File: src/eef_pkg.sv
// Constants shared by the edge enhancement filter files
package eef_pkg;
  localparam int PIX_W = 8;
  localparam int TOK_W = 9;
  localparam int FIFO_DEPTH = 4;
  localparam int ADDR_W = 12;
  // Register byte offsets
  localparam logic [11:0] OFS_CTRL = 12'h000;
  localparam logic [11:0] OFS_THRESH = 12'h004;
  localparam logic [11:0] OFS_AMOUNT = 12'h008;
  localparam logic [11:0] OFS_STATUS = 12'h00C;
  // Field positions
  localparam int CTRL_EN_BIT = 0;
  localparam int CTRL_AUTO_BIT = 1;
  localparam int STAT_BUSY_BIT = 16;
  localparam int THR_W = 11;
  localparam int AMT_W = 16;
  // Threshold is a fraction in 1/1024 steps; 0x100 is one quarter of full range
  localparam logic [10:0] THR_MAX = 11'h100;
  localparam logic [10:0] THR_RST = 11'h010;
  // Auto threshold is twice the noise level, noise in pixel codes
  localparam int NOISE_SHIFT = 3;
  // Gradient in pixel codes to 1/1024 fraction
  localparam int FRAC_SHIFT = 2;
  // Amount is signed with 8 fraction bits
  localparam int AMT_FRAC = 8;
  localparam logic signed [15:0] AMT_MAX = 16'sh0800;
  localparam logic signed [15:0] AMT_MIN = 16'shFF00;
  localparam logic signed [15:0] AMT_RST = 16'sh0200;
  localparam logic [1:0] RESP_OKAY = 2'h0;
  localparam logic [1:0] RESP_SLVERR = 2'h2;
endpackage : eef_pkg

File: src/eef_stream_if.sv
// Valid/ready token stream between filter stages
`timescale 1ns/1ps
interface eef_stream_if #(parameter int W = 9);
  logic [W-1:0] data;
  logic valid;
  logic ready;
  modport tx (output data, output valid, input ready);
  modport rx (input data, input valid, output ready);
endinterface : eef_stream_if

File: src/eef_top.sv
// Edge enhancement filter stage with AXI4-Lite settings
// Behaviour
// - Enhancement is off after reset until software sets the enable.
// - With enable off pixels pass unchanged and the other settings are ignored.
// - Only pixels whose local gradient exceeds the active threshold are altered.
// - The threshold is a fraction of full range from 0 to 0.25, larger values act as 0.25.
// - With auto off the software threshold is the active one.
// - With auto on the threshold is derived from the measured noise level.
// - Zero amount changes nothing, negative smooths, positive boosts edges.
// - The adjustment is the pixel-to-neighbour difference scaled by the amount.
// - The amount is limited to a boost of 8x and a smoothing of 1x.
// - The amount holds 2.0 after reset.
`timescale 1ns/1ps
module eef_top (
  input wire logic aclk,
  input wire logic aresetn,
  input wire logic [11:0] s_axi_awaddr,
  input wire logic s_axi_awvalid,
  output logic s_axi_awready,
  input wire logic [31:0] s_axi_wdata,
  input wire logic [3:0] s_axi_wstrb,
  input wire logic s_axi_wvalid,
  output logic s_axi_wready,
  output logic [1:0] s_axi_bresp,
  output logic s_axi_bvalid,
  input wire logic s_axi_bready,
  input wire logic [11:0] s_axi_araddr,
  input wire logic s_axi_arvalid,
  output logic s_axi_arready,
  output logic [31:0] s_axi_rdata,
  output logic [1:0] s_axi_rresp,
  output logic s_axi_rvalid,
  input wire logic s_axi_rready,
  input wire logic [7:0] noise_level,
  input wire logic [7:0] s_pix_data,
  input wire logic s_pix_last,
  input wire logic s_pix_valid,
  output logic s_pix_ready,
  output logic [7:0] m_pix_data,
  output logic m_pix_last,
  output logic m_pix_valid,
  input wire logic m_pix_ready
);
  typedef enum logic [1:0] {EEF_FILL, EEF_RUN, EEF_FLUSH} eef_state_t;

  // Settings
  logic ctrl_en;
  logic ctrl_auto;
  logic [10:0] thr_reg;
  logic signed [15:0] amt;

  // Write channel state
  logic aw_held;
  logic [11:0] aw_addr;
  logic w_held;
  logic [31:0] w_data;
  logic [3:0] w_strb;

  // Window state
  eef_state_t state;
  eef_state_t next_state;
  logic [7:0] left;
  logic [7:0] cen;

  eef_stream_if #(.W(eef_pkg::TOK_W)) push_if ();
  eef_stream_if #(.W(eef_pkg::TOK_W)) pop_if ();

  function automatic logic [31:0] eef_merge(input logic [31:0] old, input logic [31:0] nw,
                                            input logic [3:0] strb);
    logic [31:0] res;
    res = old;
    for (int i = 0; i < 4; i++) begin
      if (strb[i]) res[8*i +: 8] = nw[8*i +: 8];
    end
    return res;
  endfunction : eef_merge

  // Active threshold
  logic [10:0] thr_auto_raw;
  logic [10:0] thr_sel;
  logic [10:0] thr_active;
  // Twice the noise level, as a fraction in the same steps as the manual threshold
  assign thr_auto_raw = 11'(noise_level) << eef_pkg::NOISE_SHIFT;
  assign thr_sel = ctrl_auto ? thr_auto_raw : thr_reg;
  assign thr_active = (thr_sel > eef_pkg::THR_MAX) ? eef_pkg::THR_MAX : thr_sel;

  // Register decode
  logic [31:0] ctrl_word;
  logic [31:0] thr_word;
  logic [31:0] amt_word;
  logic [31:0] stat_word;
  logic wr_go;
  logic wr_ctrl;
  logic wr_thr;
  logic wr_amt;
  logic wr_hit;
  logic [31:0] ctrl_new;
  logic [31:0] thr_new;
  logic [31:0] amt_new;
  logic signed [15:0] amt_req;
  logic signed [15:0] amt_lim;
  logic rd_hit;
  logic [31:0] rd_word;
  assign ctrl_word = {30'h0, ctrl_auto, ctrl_en};
  assign thr_word = {21'h0, thr_reg};
  assign amt_word = {16'h0, amt};
  assign stat_word = {15'h0, state == EEF_FLUSH, 5'h0, thr_active};
  assign wr_go = aw_held && w_held && !s_axi_bvalid;
  assign wr_ctrl = aw_addr == eef_pkg::OFS_CTRL;
  assign wr_thr = aw_addr == eef_pkg::OFS_THRESH;
  assign wr_amt = aw_addr == eef_pkg::OFS_AMOUNT;
  assign wr_hit = wr_ctrl || wr_thr || wr_amt || (aw_addr == eef_pkg::OFS_STATUS);
  assign ctrl_new = eef_merge(ctrl_word, w_data, w_strb);
  assign thr_new = eef_merge(thr_word, w_data, w_strb);
  assign amt_new = eef_merge(amt_word, w_data, w_strb);
  assign amt_req = $signed(amt_new[15:0]);
  // Out-of-range amounts are pinned so software reads back what is applied
  assign amt_lim = (amt_req > eef_pkg::AMT_MAX) ? eef_pkg::AMT_MAX :
                   (amt_req < eef_pkg::AMT_MIN) ? eef_pkg::AMT_MIN : amt_req;
  assign rd_hit = (s_axi_araddr == eef_pkg::OFS_CTRL) || (s_axi_araddr == eef_pkg::OFS_THRESH) ||
                  (s_axi_araddr == eef_pkg::OFS_AMOUNT) || (s_axi_araddr == eef_pkg::OFS_STATUS);
  assign rd_word = (s_axi_araddr == eef_pkg::OFS_CTRL) ? ctrl_word :
                   (s_axi_araddr == eef_pkg::OFS_THRESH) ? thr_word :
                   (s_axi_araddr == eef_pkg::OFS_AMOUNT) ? amt_word :
                   (s_axi_araddr == eef_pkg::OFS_STATUS) ? stat_word : 32'h0;

  assign s_axi_awready = !aw_held && !s_axi_bvalid;
  assign s_axi_wready = !w_held && !s_axi_bvalid;
  assign s_axi_arready = !s_axi_rvalid;

  always_ff @(posedge aclk) begin
    if (!aresetn) begin
      aw_held <= 1'b0;
      w_held <= 1'b0;
      aw_addr <= 12'h000;
      w_data <= 32'h0;
      w_strb <= 4'h0;
      s_axi_bvalid <= 1'b0;
      s_axi_bresp <= eef_pkg::RESP_OKAY;
    end else begin
      if (s_axi_awvalid && s_axi_awready) begin
        aw_held <= 1'b1;
        aw_addr <= s_axi_awaddr;
      end
      if (s_axi_wvalid && s_axi_wready) begin
        w_held <= 1'b1;
        w_data <= s_axi_wdata;
        w_strb <= s_axi_wstrb;
      end
      if (wr_go) begin
        aw_held <= 1'b0;
        w_held <= 1'b0;
        s_axi_bvalid <= 1'b1;
        s_axi_bresp <= wr_hit ? eef_pkg::RESP_OKAY : eef_pkg::RESP_SLVERR;
      end else if (s_axi_bready) begin
        s_axi_bvalid <= 1'b0;
      end
    end
  end

  always_ff @(posedge aclk) begin
    if (!aresetn) begin
      ctrl_en <= 1'b0;
      ctrl_auto <= 1'b0;
      thr_reg <= eef_pkg::THR_RST;
      amt <= eef_pkg::AMT_RST;
    end else if (wr_go) begin
      if (wr_ctrl) begin
        ctrl_en <= ctrl_new[eef_pkg::CTRL_EN_BIT];
        ctrl_auto <= ctrl_new[eef_pkg::CTRL_AUTO_BIT];
      end
      if (wr_thr) thr_reg <= thr_new[10:0];
      if (wr_amt) amt <= amt_lim;
    end
  end

  always_ff @(posedge aclk) begin
    if (!aresetn) begin
      s_axi_rvalid <= 1'b0;
      s_axi_rdata <= 32'h0;
      s_axi_rresp <= eef_pkg::RESP_OKAY;
    end else if (s_axi_arvalid && s_axi_arready) begin
      s_axi_rvalid <= 1'b1;
      s_axi_rdata <= rd_word;
      s_axi_rresp <= rd_hit ? eef_pkg::RESP_OKAY : eef_pkg::RESP_SLVERR;
    end else if (s_axi_rready) begin
      s_axi_rvalid <= 1'b0;
    end
  end

  // Three-tap window; line ends replicate the edge pixel
  logic in_fire;
  logic [7:0] right;
  logic [7:0] core_out;
  logic [7:0] core_mean;
  logic core_hit;
  assign s_pix_ready = push_if.ready && (state != EEF_FLUSH);
  assign in_fire = s_pix_valid && s_pix_ready;
  assign right = (state == EEF_FLUSH) ? cen : s_pix_data;
  assign push_if.valid = (state == EEF_FLUSH) || ((state == EEF_RUN) && s_pix_valid);
  assign push_if.data = {state == EEF_FLUSH, core_out};

  eef_core u_core (
    .left(left),
    .cen(cen),
    .right(right),
    .enable(ctrl_en),
    .thr(thr_active),
    .amt(amt),
    .result(core_out),
    .mean(core_mean),
    .hit(core_hit)
  );

  always_comb begin
    next_state = state;
    case (state)
      EEF_FILL: if (in_fire) next_state = s_pix_last ? EEF_FLUSH : EEF_RUN;
      EEF_RUN: if (in_fire) next_state = s_pix_last ? EEF_FLUSH : EEF_RUN;
      EEF_FLUSH: if (push_if.ready) next_state = EEF_FILL;
      default: next_state = EEF_FILL;
    endcase
  end

  always_ff @(posedge aclk) begin
    if (!aresetn) begin
      state <= EEF_FILL;
      left <= 8'h00;
      cen <= 8'h00;
    end else begin
      state <= next_state;
      if (in_fire) begin
        left <= (state == EEF_FILL) ? s_pix_data : cen;
        cen <= s_pix_data;
      end
    end
  end

  eef_fifo #(.WIDTH(eef_pkg::TOK_W), .DEPTH(eef_pkg::FIFO_DEPTH)) u_fifo (
    .aclk(aclk),
    .aresetn(aresetn),
    .wr(push_if),
    .rd(pop_if)
  );

  assign m_pix_data = pop_if.data[7:0];
  assign m_pix_last = pop_if.data[8];
  assign m_pix_valid = pop_if.valid;
  assign pop_if.ready = m_pix_ready;

  // Checks
  logic push;
  assign push = push_if.valid && push_if.ready;
endmodule : eef_top

File: src/eef_fifo.sv
// Small register FIFO for filtered pixels
`timescale 1ns/1ps
module eef_fifo #(
  parameter int WIDTH = 9,
  parameter int DEPTH = 4
) (
  input wire logic aclk,
  input wire logic aresetn,
  eef_stream_if.rx wr,
  eef_stream_if.tx rd
);
  localparam int PW = $clog2(DEPTH);
  logic [WIDTH-1:0] mem [DEPTH];
  logic [PW:0] wp;
  logic [PW:0] rp;
  logic full;
  logic empty;
  logic push;
  logic pop;

  assign empty = (wp == rp);
  assign full = (wp[PW-1:0] == rp[PW-1:0]) && (wp[PW] != rp[PW]);
  assign wr.ready = !full;
  assign rd.valid = !empty;
  assign rd.data = mem[rp[PW-1:0]];
  assign push = wr.valid && !full;
  assign pop = rd.ready && !empty;

  always_ff @(posedge aclk) begin
    if (!aresetn) begin
      wp <= '0;
      rp <= '0;
    end else begin
      if (push) wp <= wp + 1'b1;
      if (pop) rp <= rp + 1'b1;
    end
  end

  always_ff @(posedge aclk) begin
    if (push) mem[wp[PW-1:0]] <= wr.data;
  end
endmodule : eef_fifo

File: src/eef_core.sv
// Per-pixel gradient test and sharpen or smooth arithmetic
`timescale 1ns/1ps
module eef_core (
  input wire logic [7:0] left,
  input wire logic [7:0] cen,
  input wire logic [7:0] right,
  input wire logic enable,
  input wire logic [10:0] thr,
  input wire logic signed [15:0] amt,
  output logic [7:0] result,
  output logic [7:0] mean,
  output logic hit
);
  logic [8:0] nsum;
  logic signed [9:0] diff;
  logic [9:0] grad;
  logic [11:0] grad_frac;
  logic signed [25:0] prod;
  logic signed [25:0] adj;
  logic signed [26:0] sum;
  logic [7:0] sat;

  assign nsum = {1'b0, left} + {1'b0, right};
  assign mean = nsum[8:1];
  assign diff = $signed({2'h0, cen}) - $signed({2'h0, mean});
  assign grad = diff[9] ? 10'(-diff) : 10'(diff);
  assign grad_frac = 12'(grad) << eef_pkg::FRAC_SHIFT;
  assign hit = grad_frac > {1'h0, thr};
  assign prod = diff * amt;
  assign adj = prod >>> eef_pkg::AMT_FRAC;
  assign sum = $signed({19'h0, cen}) + 27'(adj);
  // Clamp keeps heavy boosts from wrapping around
  assign sat = sum[26] ? 8'h00 : (|sum[25:8]) ? 8'hFF : sum[7:0];
  assign result = (enable && hit) ? sat : cen;
endmodule : eef_core

File: config.mk
export PLATFORM = sky130hd
export DESIGN_NAME = eef_top
export DESIGN_NICKNAME = d
export VERILOG_FILES = /design/src/eef_pkg.sv /design/src/eef_stream_if.sv /design/src/eef_top.sv /design/src/eef_fifo.sv /design/src/eef_core.sv
export SDC_FILE = /design/constraint.sdc
export NUM_CORES = 1
export LEC_CHECK = 0
export ABC_AREA = 1
export ABC_CLOCK_PERIOD_IN_PS = 14700
export BUFFER_PORTS_ARGS = -buffer_cell sky130_fd_sc_hd__buf_2
export CORE_ASPECT_RATIO = 0.6
export CORE_MARGIN = 4
export CORE_UTILIZATION = 45
export CTS_CLUSTER_SIZE = 20
export DETAILED_ROUTE_END_ITERATION = 10
export GPL_TIMING_DRIVEN = 0
export PLACE_DENSITY_LB_ADDON = 0.1
export SYNTH_ARGS = -nofsm -noshare
export SYNTH_HDL_FRONTEND = slang
export SYNTH_HIERARCHICAL = 1
export SYNTH_SLANG_ARGS = --single-unit
File: constraint.sdc
create_clock -name aclk -period 14.7 [get_ports aclk]
set_input_delay 0.735 -clock aclk [delete_from_list [all_inputs] [get_ports aclk]]
set_output_delay 0.735 -clock aclk [all_outputs]
set_load 0.01 [all_outputs]
==> impl_metrics.tcl <==
set metrics [dict create \
    outcome "finished clean" \
    place_congestion 0.914 \
    final_max_slew_viol_count 0 \
    max_stage_delay_ps 540 \
    grt-ovfl-total 0 \
    routed_wl_um 38500 \
    postSynthCellCount 1834 \
    whs_endpoint "s_axi_rdata[0]" \
    core_area_sq_um 29900 \
    r2r_setup_slack_ps 3870 \
    cts.sinks 144 \
    power_mw 2.84 \
    htree_num_levels 4 \
    final_antenna_net_count 0 \
    grt_use_total_pct 23.7 \
    synthesis.yosys.warnings 6 \
    critical_path_class "reg -> reg" \
    die_w_um 233 \
    finClkSkew_ps 13.0 \
    fillers 3098 \
    grt_pass1_wl_um 62000 \
    r2r_cells 46 \
    synth_area_sq_um 13700 \
    slew_headroom_pct 34.4 \
    grt_pass1_vias 11600 \
    drc 0 \
    dieHeight_um 143 \
    antenna_cells 0 \
    layout.cells.most_common "nand2_1" \
    min_from "s_axi_rdata[0]" \
    antenna_found_initial 1 \
    drt-pass1-iter-count 7 \
    areaGrowthSynthToFinish_pct 12.3 \
    fmaxAchievable_ghz 0.0923 \
    largest_reg_flops 36 \
    period_share_pct 73.7 \
    ctsResizeCount 0 \
    ios 138 \
    setup_viol 0 \
    num_vias 12400 \
    post-dp-hpwl_um 31700 \
    rr_endpoint "u_fifo/mem[2][5]" \
    startpoint_type "register" \
    worstHoldPathType "reg -> reg" \
    rsz0062_at_grt "no" \
    numPortBuffers 102 \
    dieArea_sq_um 33300 \
    start_util_pct 45.6 \
    worstSkewPairLatency_ps 440 \
    fin_setup_tns_ps 0 \
    viasPerCell 5.16 \
    slowest_stage "fa_1" \
    drive_gt1_share_pct 14.0 \
    final_util_pct 51.2 \
    max_cap_violations 0 \
    cts_buffers 17 \
    post_cts_buffers 0 \
    ctsLongestPathBuffers 2 \
    hold_viol 0 \
    path_max_fanout 10 \
    root_buffer "clkbuf_16" \
    arrival_ps 10960 \
    cts_hold_buf 0 \
    period_minus_slack_ps 10830 \
    holdWs_ps 466 \
    worstSetupEndpointType "register" \
    worstMarginPinSlew_ps 980 \
    synth.avg_cell_area_sq_um 7.44 \
    rows 49 \
    crit_required_ps 14830 \
    avgRoutedWirePerCell_um 16.1 \
    grt_start_max_net_pins 17 \
    layout_common_cells "370 x nand2_1, 276 x inv_1, 229 x nor2_1, 121 x fa_1, 110 x buf_2" \
    hold-path-cell-count 2 \
    peakVddDrop_mv 0.127 \
    static-leakage-power_nw 7.44 \
    rr_startpoint "state[1]" \
    cts_tree "built" \
    drt_iter0_drc 942 \
    crit_top_cell "nand2_1" \
    clkTransAtPathRegs_ps 60 \
    powerDensity_nw_per_um2 185 \
    layout.nets 2264 \
]
[critical path, delay by kind of cell (launching register included)]
family | cells | cell delay (ps)
xor gates and xnor gates | 1 | 400
AOI/OAI and AO/OA | 5 | 1300
DFF | 1 | 320
adders and majority gates | 10 | 3940
buffers and inverters | 9 | 1760
and+or+nand+nor | 21 | 2780
[where the power goes]
group | total, mW | internal, mW | switching (mW) | leakage [nW]
Clock | 0.428 | 0.262 | 0.166 | 0.292
Sequential | 0.448 | 0.430 | 0.0177 | 1.22
Combinational | 1.97 | 0.650 | 1.32 | 5.93
[per-stage QoR]
stage               instances  setup slack [ps]  cell area (sq um)
finish                   2394              3870              15300
global placement         2362              4050              14700
CTS                      2394              3970              15300
global route             2394              2780              15300
detailed placement       2362              4000              14700
floorplan                1852              6040              13700
[area by class of cell]
class / count / area (sq um) / share of cell area, %
clock buffers: 25 / 518 / 3.38
repair buffers: 102 / 510 / 3.33
plain buffers: 59 / 357 / 2.33
multi-input cells: 1341 / 8960 / 58.4
flip-flops and latches: 144 / 3240 / 21.2
inverters: 308 / 1160 / 7.59
clock inverters: 7 / 71.3 / 0.465
well taps: 408 / 510 / 3.33
[worst max-delay path by stage]
stage                     cells past startpoint  slack, ps               end     start
after floorplan                              49       6040  u_fifo/mem[0][0]  state[1]
final                                        46       3870  u_fifo/mem[2][5]  state[1]
after CTS                                    46       3970  u_fifo/mem[2][5]  state[1]
after global routing                         49       2780  u_fifo/mem[2][2]  state[1]
after detailed placement                     48       4000  u_fifo/mem[0][5]  state[1]
after global placement                       47       4050  u_fifo/mem[1][3]  state[1]
[per-layer routing]
metal,global-route usage (%),wire [um],vias up
li1,-,-,6087
met4,4.74,473,0
met3,4.69,3240,36
met2,33.2,15300,443
met5,0,0,-
met1,37.6,19400,5793
Note: power is estimated with default switching activity, not from simulation.
